### config.mk
export PLATFORM = sky130hd
export DESIGN_NAME = adcso_core
export DESIGN_NICKNAME = d
export VERILOG_FILES = /design/src/logic/adcso_pkg.sv /design/src/logic/adcso_buf_if.sv /design/src/logic/adcso_core.sv /design/src/logic/adcso_skid_buf.sv
export SDC_FILE = /design/constraint.sdc
export NUM_CORES = 1
export LEC_CHECK = 0
export BUFFER_PORTS_ARGS = -buffer_cell sky130_fd_sc_hd__buf_4
export CORE_AREA = 2 2 86 88
export CTS_CLUSTER_DIAMETER = 100
export DETAILED_ROUTE_END_ITERATION = 10
export DIE_AREA = 0 0 88 90
export PLACE_DENSITY_LB_ADDON = 0.2
export SLEW_MARGIN = 20
export SYNTH_ARGS = -nofsm -noshare
export SYNTH_HDL_FRONTEND = slang
export SYNTH_SLANG_ARGS = --single-unit
### constraint.sdc
create_clock -name clk_sys_i -period 2.84 [get_ports clk_sys_i]
set_input_delay 0.568 -clock clk_sys_i [delete_from_list [all_inputs] [get_ports clk_sys_i]]
set_output_delay 0.568 -clock clk_sys_i [all_outputs]
set_load 0.01 [all_outputs]
### src/logic/adcso_pkg.sv
package adcso_pkg;

  localparam int unsigned DATA_W        = 10;
  localparam int unsigned PIPE_LATENCY  = 6;
  localparam logic [9:0]  MIDSCALE_LO   = 10'h1ff;
  localparam logic [9:0]  MIDSCALE_HI   = 10'h200;
  localparam logic [9:0]  DATA_RST      = 10'h000;
  localparam logic [1:0]  RANGE_RST     = 2'h0;

  // Full-scale span codes decoded from the three-level range pin.
  typedef enum logic [1:0] {
    ADCSO_RANGE_2V0 = 2'h0,
    ADCSO_RANGE_1V5 = 2'h1,
    ADCSO_RANGE_1V0 = 2'h2
  } adcso_range_t;

  typedef enum logic [2:0] {
    ADCSO_ST_STANDBY = 3'b001,
    ADCSO_ST_REFILL  = 3'b010,
    ADCSO_ST_RUN     = 3'b100
  } adcso_state_t;

endpackage : adcso_pkg

### src/logic/adcso_buf_if.sv
`timescale 1ns/1ps
`default_nettype none
interface adcso_buf_if #(parameter int unsigned W = 10);
  logic [W-1:0] in_data;
  logic         in_valid;
  logic         in_ready;
  logic [W-1:0] out_data;
  logic         out_valid;
  logic         out_ready;
  modport buf_side (input in_data, input in_valid, output in_ready,
                    output out_data, output out_valid, input out_ready);
  modport user_side (output in_data, output in_valid, input in_ready,
                     input out_data, input out_valid, output out_ready);
endinterface : adcso_buf_if
`default_nettype wire

### src/logic/adcso_core.sv
// Overview of operation
// - Sampling and the pipeline sequencer both advance on the conversion clock.
// - While the power-down request is high the block stays in standby.
// - In standby the output word is held at DATA_RST (all zeros) and flagged not valid.
// - Entering standby voids every sample in flight in the pipeline.
// - With the format select high and no standby each word is two's complement.
// - With the format select low and no standby each word is offset binary.
// - The range pin decodes supply to 2.0 Vpp, ground to 1.5 Vpp, floating to 1.0 Vpp.
// - Each result leaves as a 10-bit parallel word.
// - While the receiver is ready, one word leaves per cycle, delayed from its sample by a fixed latency.
// - Offset binary midscale falls between 01 1111 1111 and 10 0000 0000.
`timescale 1ns/1ps
`default_nettype none
module adcso_core
  import adcso_pkg::*;
#(
  parameter int unsigned LATENCY = PIPE_LATENCY,
  parameter int unsigned W       = DATA_W
) (
  input  wire logic         clk_sys_i,
  input  wire logic         nrst_i,
  input  wire logic         power_down_request_i,
  input  wire logic         output_format_select_i,
  input  wire logic         range_at_supply_i,
  input  wire logic         range_at_ground_i,
  input  wire logic [W-1:0] sample_code_i,
  input  wire logic         rx_ready_i,
  output logic [W-1:0]      data_o,
  output logic              data_valid_o,
  output logic [1:0]        input_range_select_o,
  output logic              standby_o
);

  //////////////////////////////////////////////////////////////////////////////
  // Pin synchronisers; the first stage feeds only the second.
  logic         pwr_down_meta;
  logic         pwr_down;
  logic         fmt_meta;
  logic         fmt_sync;
  logic [1:0]   rng_meta;
  logic [1:0]   rng_sync;
  logic [W-1:0] code_meta;
  logic [W-1:0] code_sync;

  // Two stages only, so a standby request takes effect two edges after the pin moves.
  always_ff @(posedge clk_sys_i) begin
    pwr_down_meta <= power_down_request_i;
    pwr_down      <= pwr_down_meta;
  end

  always_ff @(posedge clk_sys_i) begin
    fmt_meta <= output_format_select_i;
    fmt_sync <= fmt_meta;
  end

  // Both pins low reads as a floating range pin.
  always_ff @(posedge clk_sys_i) begin
    rng_meta <= {range_at_supply_i, range_at_ground_i};
    rng_sync <= rng_meta;
  end

  // The code bus is not gray coded; it is only safe because its source moves on this clock.
  always_ff @(posedge clk_sys_i) begin
    code_meta <= sample_code_i;
    code_sync <= code_meta;
  end

  //////////////////////////////////////////////////////////////////////////////
  // Coding.
  function automatic logic [W-1:0] encode(input logic [W-1:0] ob, input logic twos);
    encode = twos ? {~ob[W-1], ob[W-2:0]} : ob;
  endfunction : encode

  //////////////////////////////////////////////////////////////////////////////
  // Sequencer.
  adcso_state_t state, next_state;
  logic [7:0]   fill;

  always_comb begin
    next_state = state;
    case (state)
      ADCSO_ST_STANDBY: if (!pwr_down) next_state = ADCSO_ST_REFILL;
      ADCSO_ST_REFILL: begin
        if (pwr_down) next_state = ADCSO_ST_STANDBY;
        else if (fill == 8'(LATENCY)) next_state = ADCSO_ST_RUN;
      end
      ADCSO_ST_RUN: if (pwr_down) next_state = ADCSO_ST_STANDBY;
      default: next_state = ADCSO_ST_STANDBY;
    endcase
  end

  always_ff @(posedge clk_sys_i) begin
    if (!nrst_i) begin
      state <= ADCSO_ST_STANDBY;
    end else begin
      state <= next_state;
    end
  end

  always_ff @(posedge clk_sys_i) begin
    if (!nrst_i || state != ADCSO_ST_REFILL) begin
      fill <= 8'h00;
    end else if (fill != 8'(LATENCY)) begin
      fill <= fill + 8'h01;
    end
  end

  //////////////////////////////////////////////////////////////////////////////
  // Conversion pipeline: data shift plus a validity tag per stage.
  logic [W-1:0] pipe_d [LATENCY];
  logic         pipe_v [LATENCY];

  always_ff @(posedge clk_sys_i) begin
    pipe_d[0] <= code_sync;
    for (int i = 1; i < LATENCY; i++) begin
      pipe_d[i] <= pipe_d[i-1];
    end
  end

  always_ff @(posedge clk_sys_i) begin
    if (!nrst_i || pwr_down) begin
      for (int i = 0; i < LATENCY; i++) begin
        pipe_v[i] <= 1'b0;
      end
    end else begin
      pipe_v[0] <= 1'b1;
      for (int i = 1; i < LATENCY; i++) begin
        pipe_v[i] <= pipe_v[i-1];
      end
    end
  end

  //////////////////////////////////////////////////////////////////////////////
  // Output buffer and registers.
  adcso_buf_if #(.W(W)) obuf ();
  logic out_ok;
  // Words that drain during refill are dropped, so refill always spans the latency.
  assign out_ok        = (state == ADCSO_ST_RUN) && !pwr_down && pipe_v[LATENCY-1];
  assign obuf.in_data  = encode(pipe_d[LATENCY-1], fmt_sync);
  assign obuf.in_valid = out_ok;
  assign obuf.out_ready = rx_ready_i;

  adcso_skid_buf #(.W(W)) u_buf (
    .clk_sys_i (clk_sys_i),
    .nrst_i    (nrst_i && !pwr_down),
    .bus       (obuf)
  );

  always_ff @(posedge clk_sys_i) begin
    if (!nrst_i) begin
      data_o       <= DATA_RST;
      data_valid_o <= 1'b0;
    end else if (pwr_down) begin
      data_o       <= DATA_RST;
      data_valid_o <= 1'b0;
    end else begin
      data_o       <= obuf.out_data;
      data_valid_o <= obuf.out_valid && rx_ready_i;
    end
  end

  always_ff @(posedge clk_sys_i) begin
    if (!nrst_i) begin
      input_range_select_o <= RANGE_RST;
      standby_o            <= 1'b1;
    end else begin
      standby_o <= pwr_down;
      case (rng_sync)
        2'b10:   input_range_select_o <= ADCSO_RANGE_2V0;
        2'b01:   input_range_select_o <= ADCSO_RANGE_1V5;
        default: input_range_select_o <= ADCSO_RANGE_1V0;
      endcase
    end
  end

  //////////////////////////////////////////////////////////////////////////////
  // Checks.
  down_novalid_a : assert property (@(posedge clk_sys_i) disable iff (!nrst_i)
    pwr_down |=> !data_valid_o) else $error("valid word during standby");
  down_state_a : assert property (@(posedge clk_sys_i) disable iff (!nrst_i)
    pwr_down |=> state == ADCSO_ST_STANDBY) else $error("standby not held");
  refill_gap_a : assert property (@(posedge clk_sys_i) disable iff (!nrst_i)
    $fell(pwr_down) |-> !data_valid_o [*6]) else $error("valid inside refill");
  pipe_flush_a : assert property (@(posedge clk_sys_i) disable iff (!nrst_i)
    pwr_down |=> !pipe_v[LATENCY-1]) else $error("pipeline not flushed");
  twos_code_a : assert property (@(posedge clk_sys_i) disable iff (!nrst_i)
    obuf.in_valid && fmt_sync |-> obuf.in_data[W-1] != pipe_d[LATENCY-1][W-1])
    else $error("two's complement top bit wrong");
  offset_code_a : assert property (@(posedge clk_sys_i) disable iff (!nrst_i)
    obuf.in_valid && !fmt_sync |-> obuf.in_data == pipe_d[LATENCY-1])
    else $error("offset binary altered");
  range_dec_a : assert property (@(posedge clk_sys_i) disable iff (!nrst_i)
    rng_sync == 2'b01 |=> input_range_select_o == ADCSO_RANGE_1V5)
    else $error("range decode wrong");
  range_supply_a : assert property (@(posedge clk_sys_i) disable iff (!nrst_i)
    rng_sync == 2'b10 |=> input_range_select_o == ADCSO_RANGE_2V0)
    else $error("supply range decode wrong");
  range_float_a : assert property (@(posedge clk_sys_i) disable iff (!nrst_i)
    rng_sync == 2'b00 |=> input_range_select_o == ADCSO_RANGE_1V0)
    else $error("floating range decode wrong");

  // Nothing may enter the buffer before the pipeline has refilled with fresh samples.
  refill_hold_a : assert property (@(posedge clk_sys_i) disable iff (!nrst_i)
    state != ADCSO_ST_RUN |-> !obuf.in_valid) else $error("word pushed before run");
  refill_span_a : assert property (@(posedge clk_sys_i) disable iff (!nrst_i)
    state == ADCSO_ST_REFILL && next_state == ADCSO_ST_RUN |-> fill == 8'(LATENCY))
    else $error("refill ended early");

  // With the receiver ready this cycle and the last, an offered word must leave without a gap; a one-cycle stall still drops a word.
  run_stream_a : assert property (@(posedge clk_sys_i) disable iff (!nrst_i)
    state == ADCSO_ST_RUN && !pwr_down && rx_ready_i && $past(rx_ready_i) && obuf.out_valid
    |=> data_valid_o) else $error("stream gap in run");
  word_follow_a : assert property (@(posedge clk_sys_i) disable iff (!nrst_i)
    obuf.in_valid && rx_ready_i && !pwr_down |=> obuf.out_valid)
    else $error("pushed word not offered");

  // Cover points for steady streaming, wake-up, a full buffer, two's complement coding and a complete refill.
  run_cov : cover property (@(posedge clk_sys_i) state == ADCSO_ST_RUN && data_valid_o);
  wake_cov : cover property (@(posedge clk_sys_i) $fell(pwr_down));
  stall_cov : cover property (@(posedge clk_sys_i) !obuf.in_ready);
  twos_cov : cover property (@(posedge clk_sys_i) obuf.in_valid && fmt_sync);
  refill_cov : cover property (@(posedge clk_sys_i) state == ADCSO_ST_REFILL && fill == 8'(LATENCY));

endmodule : adcso_core
`default_nettype wire

### src/logic/adcso_skid_buf.sv
`timescale 1ns/1ps
`default_nettype none
module adcso_skid_buf
  import adcso_pkg::*;
#(
  parameter int unsigned W = DATA_W
) (
  input  wire logic        clk_sys_i,
  input  wire logic        nrst_i,
  adcso_buf_if.buf_side    bus
);

  logic [W-1:0] mem [2];
  logic         wr_ptr;
  logic         rd_ptr;
  logic [1:0]   count;
  logic         push;
  logic         pop;

  // Two entries, but a full buffer refuses a push even in a cycle that pops, so a one-cycle receiver stall still loses a word.
  assign bus.in_ready  = (count != 2'h2);
  assign bus.out_valid = (count != 2'h0);
  assign bus.out_data  = mem[rd_ptr];
  assign push          = bus.in_valid && bus.in_ready;
  assign pop           = bus.out_valid && bus.out_ready;

  always_ff @(posedge clk_sys_i) begin
    if (push) begin
      mem[wr_ptr] <= bus.in_data;
    end
  end

  always_ff @(posedge clk_sys_i) begin
    if (!nrst_i) begin
      wr_ptr <= 1'b0;
      rd_ptr <= 1'b0;
      count  <= 2'h0;
    end else begin
      if (push) begin
        wr_ptr <= ~wr_ptr;
      end
      if (pop) begin
        rd_ptr <= ~rd_ptr;
      end
      count <= count + {1'b0, push} - {1'b0, pop};
    end
  end

  no_overflow_a : assert property (@(posedge clk_sys_i) disable iff (!nrst_i)
    count <= 2'h2) else $error("buffer count above two");
  full_blocks_a : assert property (@(posedge clk_sys_i) disable iff (!nrst_i)
    (count == 2'h2 && !bus.out_ready) |=> count == 2'h2) else $error("full buffer drained");

endmodule : adcso_skid_buf
`default_nettype wire

==> results of run 1 <==
[flip-flops by register name, indices dropped and copies added, names as in the netlist]
name,count
fmt_meta,1
pipe_v,6
rng_meta,2
code_sync,10
u_buf.mem,20
u_buf.count,2
fill,8
input_range_select_o,2
pipe_d,60
code_meta,10
standby_o,1
state,3
u_buf.rd_ptr,1
rng_sync,2
pwr_down_meta,1
fmt_sync,1
pwr_down,1
u_buf.wr_ptr,1
data_o,10
data_valid_o,1
[per-stage QoR]
| step | util, % | hold slack (ns) | power [mW] | setup WS, ns | std cells |
|---|---|---|---|---|---|
| floorplan | - | 0.310 | 2.22 | 0.238 | 254 |
| global placement | 58.9 | 0.310 | 2.24 | 0.769 | 379 |
| detailed placement | 58.9 | 0.312 | 2.25 | 0.713 | 379 |
| CTS | 66.8 | 0.130 | 4.25 | 0.708 | 411 |
| global route | 66.8 | 0.127 | 4.34 | 0.626 | 411 |
| finish | 66.8 | 0.160 | 4.19 | 0.710 | 411 |
[logic make-up (layout without fill, tap and decap cells)]
logic type | Yosys count | after routing | share of synthesized area (%)
XOR/XNOR | 6 | 6 | 1.38
multiplexers | 11 | 11 | 2.90
buffers and inverters | 15 | 73 | 1.88
flip-flops | 143 | 143 | 80.6
AND/OR/NAND/NOR | 52 | 52 | 8.20
AO/OA/AOI/OAI | 23 | 23 | 3.75
adder cells (fa/ha/maj) | 4 | 4 | 1.32
[metal layers]
| metal | share of wire (%) | routed length (um) |
|---|---|---|
| met5 | 0 | 0 |
| met4 | 2.9 | 117 |
| met3 | 5.2 | 207 |
| met2 | 46 | 1860 |
| met1 | 46 | 1830 |
[cells in the final DEF, fill, tap and decap left out, types with 2 or more instances in the layout]
cell	netlist	routed
ha_1	4	4
clkinv_4	0	2
nor3b_1	2	2
edfxtp_1	20	20
dfxtp_1	123	123
or3_1	3	3
clkbuf_8	0	2
nand4_1	2	2
nand2_1	3	3
inv_1	9	9
mux2i_1	11	11
buf_4	0	32
clkbuf_16	0	16
nor2_1	15	15
inv_8	0	3
and2_1	7	7
nand3_1	6	6
o21ai_0	5	5
clkinv_2	0	2
a21oi_1	10	10
a21o_1	2	2
xor2_1	6	6
inv_6	0	4
nor3_1	2	2
[worst max-delay path: stages (launching register included)]
cell	delay, ns
dfxtp_1	0.44
or4b_4	0.54
or4_4	0.51
inv_1	0.30
[power by group through the flow]
stage               Clock (mW)  Combinational (mW)  Sequential [mW]
floorplan                    0              0.0268             2.19
global placement             0              0.0531             2.19
detailed placement           0              0.0544             2.19
CTS                       2.04              0.0547             2.15
global route              2.12              0.0597             2.16
finish                    1.98              0.0536             2.15
[final timing paths]
kind                           from              end  slack [ns]  cells after the start
setup / recovery           state[2]  u_buf.mem[0][0]        0.71                      3
hold / removal    range_at_supply_i      rng_meta[1]        0.16                      1
setup reg to reg           state[2]  u_buf.mem[0][0]        0.71                      3
hold reg to reg        pipe_d[3][1]     pipe_d[4][1]        0.32                      0
[area by class of cell]
cell class                 count  area [um^2]  share of cell area [%]
multi-input combinational     96          673                    14.4
tap                           99          124                    2.64
clock buffer                  18          428                    9.13
clock inverter                14          126                    2.70
timing repair buffer          32          240                    5.12
inverter                       9         33.8                   0.721
sequential                   143         3060                    65.3
==> impl_metrics.json, run 1 <==
{
  "critPathCaptureType": "flip-flop",
  "clk_pin_slew_ns": 0.06,
  "coreArea_mm2": 0.00702,
  "clk_latency_ns": 0.50,
  "timing.final.crit_share_pct": 75.0,
  "dp_hpwl_um": 2360,
  "synth_area_per_cell_um2": 15.0,
  "required_ns": 3.01,
  "placed_area_mm2": 0.00413,
  "via_per_inst": 4.49,
  "cts_max_path_buffers": 2,
  "fp.dieW_um": 88,
  "p_per_area_mw_per_mm2": 893,
  "setup.worst_path.class": "reg -> reg",
  "use_met3_pct": 6.34,
  "p_leak_nw": 1.87,
  "grt_pass1_vias": 1590,
  "routed_wirelength_um": 4010,
  "rsz0062_at_grt": "false",
  "gp_congestion": 0.678,
  "initial_core_util_pct": 54.1,
  "ios": 31,
  "setup_tns_ns": 0,
  "max_clock_freq_mhz": 469,
  "synth_top_area_share_pct": 64.8,
  "synth_most_common_cell": "dfxtp_1",
  "critPathLaunchType": "flip-flop",
  "slew_headroom_pct": 38.2,
  "hold_class": "in -> reg",
  "fillers": 500,
  "final_antenna_net_count": 0,
  "clockRootBuffer": "clkbuf_8",
  "vdd.ir_drop.worst_uv": 731,
  "grt_overflow": 0,
  "synth_top_cell_by_area": "dfxtp_1",
  "p_switching_mw": 0.897,
  "synth_warnings": 0,
  "drt_iter0_drc": 68,
  "mappedNetlistNets": 275,
  "core.rowCount": 31,
  "clkPwrFrac_pct": 47.4,
  "dieArea_mm2": 0.00792,
  "grt_pass1_wl_um": 6710,
  "cts_tree": "built",
  "min_period_ns": 2.13,
  "cts_sinks": 143,
  "cts_setup_buffers": 0,
  "ctsHoldBuffers": 0,
  "htree_num_levels": 4,
  "grt_use_total_pct": 11.6,
  "synth_async_sr_flop_share_pct": 0,
  "via_count": 1847,
  "die_y_um": 90,
  "grt_max_degree": 18,
  "cts_inserted_buffers": 17,
  "skew_ns": 0.00594,
  "synth_edf_count": 20,
  "cts_resized": 0,
  "synth_cells": 254,
  "yosysSeqAreaShare_pct": 80.6,
  "synth_seq_cells": 143,
  "synth_commonest_cells": "123 x dfxtp_1, 20 x edfxtp_1, 15 x nor2_1",
  "crit_fanout": 10,
  "drv_cap": 0,
  "p_comb_share_pct": 1.3,
  "slew_viol_final": 0,
  "status": "complete, no violations",
  "ys.flop_type": "dfxtp_1",
  "drc_errors": 0,
  "ys_types": 38,
  "p_seq_share_pct": 51.4,
  "grtUsageMet2_pct": 16.5,
  "drive_gt1_share_pct": 23.1,
  "wire_per_inst_um": 9.77,
  "diodes": 0,
  "grt_antenna_before_repair": 0,
  "nets": 320,
  "gr-usage-met1_pct": 12.5,
  "setup_viol": 0,
  "final-hold-violation-count": 0,
  "numPortBuffers": 30,
  "syn2layout_area_growth_pct": 23.3,
  "syn_area_mm2": 0.00380,
  "worstMarginPinSlew_ns": 0.919,
  "firstDrtPassIters": 4,
  "worstPathArrival_ns": 2.30,
  "ys_top_cells_by_area": "dfxtp_1 65%, edfxtp_1 16%, mux2i_1 2.9%",
  "stdcell_area_mm2": 0.00469,
  "swShare_pct": 21.4,
  "busiest_layer": "met2",
  "intPower_mw": 3.29
}
No activity file was read; power rests on OpenSTA's default activity.
==> run 2, diff against run 1 <==
Settings changed: CORE_AREA 2 2 86 88 to 2 2 90 92, DIE_AREA 0 0 88 90 to 0 0 92 94.
Clock period 2.84 ns to 1.95 ns, I/O delays scaled along.
==> impl_metrics.json, run 2 (same netlist as run 1, synthesis figures left out) <==
{
  "status": "complete, no violations",
  "drv_cap": 0,
  "place_ws_ns": 0.0904,
  "reg_top3": "pipe_d x60, u_buf.mem x20",
  "vdd.ir_drop.worst_uv": 865,
  "nets": 341,
  "busiest_layer": "met2",
  "drt_iter0_drc": 74,
  "setup_viol": 0,
  "setup_ws_ns": 0.0729,
  "drc_errors": 0,
  "worstPathArrival_ns": 2.08,
  "via_count": 1910,
  "firstDrtPassIters": 4,
  "p_leak_nw": 1.97,
  "hold_class": "in -> reg",
  "grt_antenna_before_repair": 0,
  "cts_max_path_buffers": 2,
  "dp_hpwl_um": 2490,
  "layout_common_cells": "123 x dfxtp_1, 39 x buf_4, 20 x edfxtp_1, 17 x clkbuf_16, 15 x nor2_1",
  "coreArea_mm2": 0.00761,
  "grtUsageMet2_pct": 17.2,
  "dieArea_mm2": 0.00865,
  "largest_register_ffs": 60,
  "grt_pass1_wl_um": 7390,
  "clockRootBuffer": "clkbuf_8",
  "grt_overflow": 0,
  "grt_use_total_pct": 11.7,
  "required_ns": 2.15,
  "layout_commonest_cell": "dfxtp_1",
  "slew_viol_final": 0,
  "routed_wirelength_um": 4320,
  "initial_core_util_pct": 50.0,
  "ios": 31,
  "core.rowCount": 32,
  "min_period_ns": 1.88,
  "syn2layout_area_growth_pct": 30.2,
  "max_clock_freq_mhz": 533,
  "clk_latency_ns": 0.51,
  "critPathCaptureType": "flip-flop",
  "p_per_area_mw_per_mm2": 1290,
  "numPortBuffers": 30,
  "cts_inserted_buffers": 17,
  "fillers": 565,
  "slew_headroom_pct": 61.4,
  "placed_area_mm2": 0.00420,
  "final_antenna_net_count": 0,
  "die_y_um": 94,
  "fp.dieW_um": 92,
  "cts_sinks": 143,
  "stdcell_area_mm2": 0.00495,
  "grt_max_degree": 17,
  "use_met3_pct": 5.86,
  "diodes": 0,
  "gp_congestion": 0.669,
  "skew_ns": 0.00935,
  "fin_util_pct": 65.0,
  "setup.worst_path.class": "reg -> reg",
  "drive_gt1_share_pct": 24.0,
  "clk_pin_slew_ns": 0.06,
  "htree_num_levels": 4,
  "cts_setup_buffers": 0,
  "cts_tree": "built",
  "p_total_mw": 6.40,
  "largest-register": "pipe_d",
  "grt_pass1_vias": 1724,
  "rsz0062_at_grt": "false",
  "crit_fanout": 10,
  "critPathLaunchType": "flip-flop",
  "via_per_inst": 4.39,
  "timing.final.crit_share_pct": 96.3,
  "wire_per_inst_um": 9.94,
  "worstMarginPinSlew_ns": 0.579,
  "gr-usage-met1_pct": 12.6,
  "final-hold-violation-count": 0
}
==> run 2: per-stage QoR <==
stage	TNS, ns	cells	hold WS, ns
after floorplan	-0.662	254	0.310
after global placement	0	389	0.310
after CTS	0	435	0.105
final	0	435	0.133
after detailed placement	0	389	0.312
after global routing	0	435	0.123
==> run 2: report_power, final <==
part / total (mW) / switching, mW / internal (mW)
combinational: 0.114 / 0.0411 / 0.0729
sequential: 3.13 / 0.0272 / 3.10
clock: 3.16 / 1.31 / 1.84
total: 6.40 / 1.38 / 5.02
==> run 2: layout make-up <==
class	count	area (um^2)	area share, %
clock buffer	18	439	8.88
clock inverter	14	165	3.34
inverter	9	37.5	0.759
multi-input combinational	96	682	13.8
sequential	143	3060	61.9
tap	102	128	2.58
timing repair buffer	53	433	8.75
==> run 2: timing repair <==
action                                 CTS  global route
setup endpoints to repair                0             1
gates resized for setup                  0             1
hold buffers                            14             0
endpoints found under the hold margin   14             0
==> run 2: critical path: stages, from the launching register on <==
cell and delay, ns:
dfxtp_1 0.31, or4b_4 0.53, or4_4 0.52, clkinvlp_4 0.21
==> run 2: final timing paths <==
| kind | start | end | slack [ns] | cells past startpoint |
|---|---|---|---|---|
| worst max-delay path | state[0] | u_buf.mem[0][0] | 0.07 | 3 |
| worst min-delay path | nrst_i | input_range_select_o[1] | 0.13 | 2 |
| worst max register to register | state[0] | u_buf.mem[0][0] | 0.07 | 3 |
| worst min register to register | pipe_d[0][4] | pipe_d[1][4] | 0.32 | 0 |
==> run 2: routing by layer <==
layer | vias up | routed length, um
met5 | - | 0
met4 | 0 | 144
met3 | 13 | 220
met2 | 44 | 1960
met1 | 856 | 2000
li1 | 997 | -
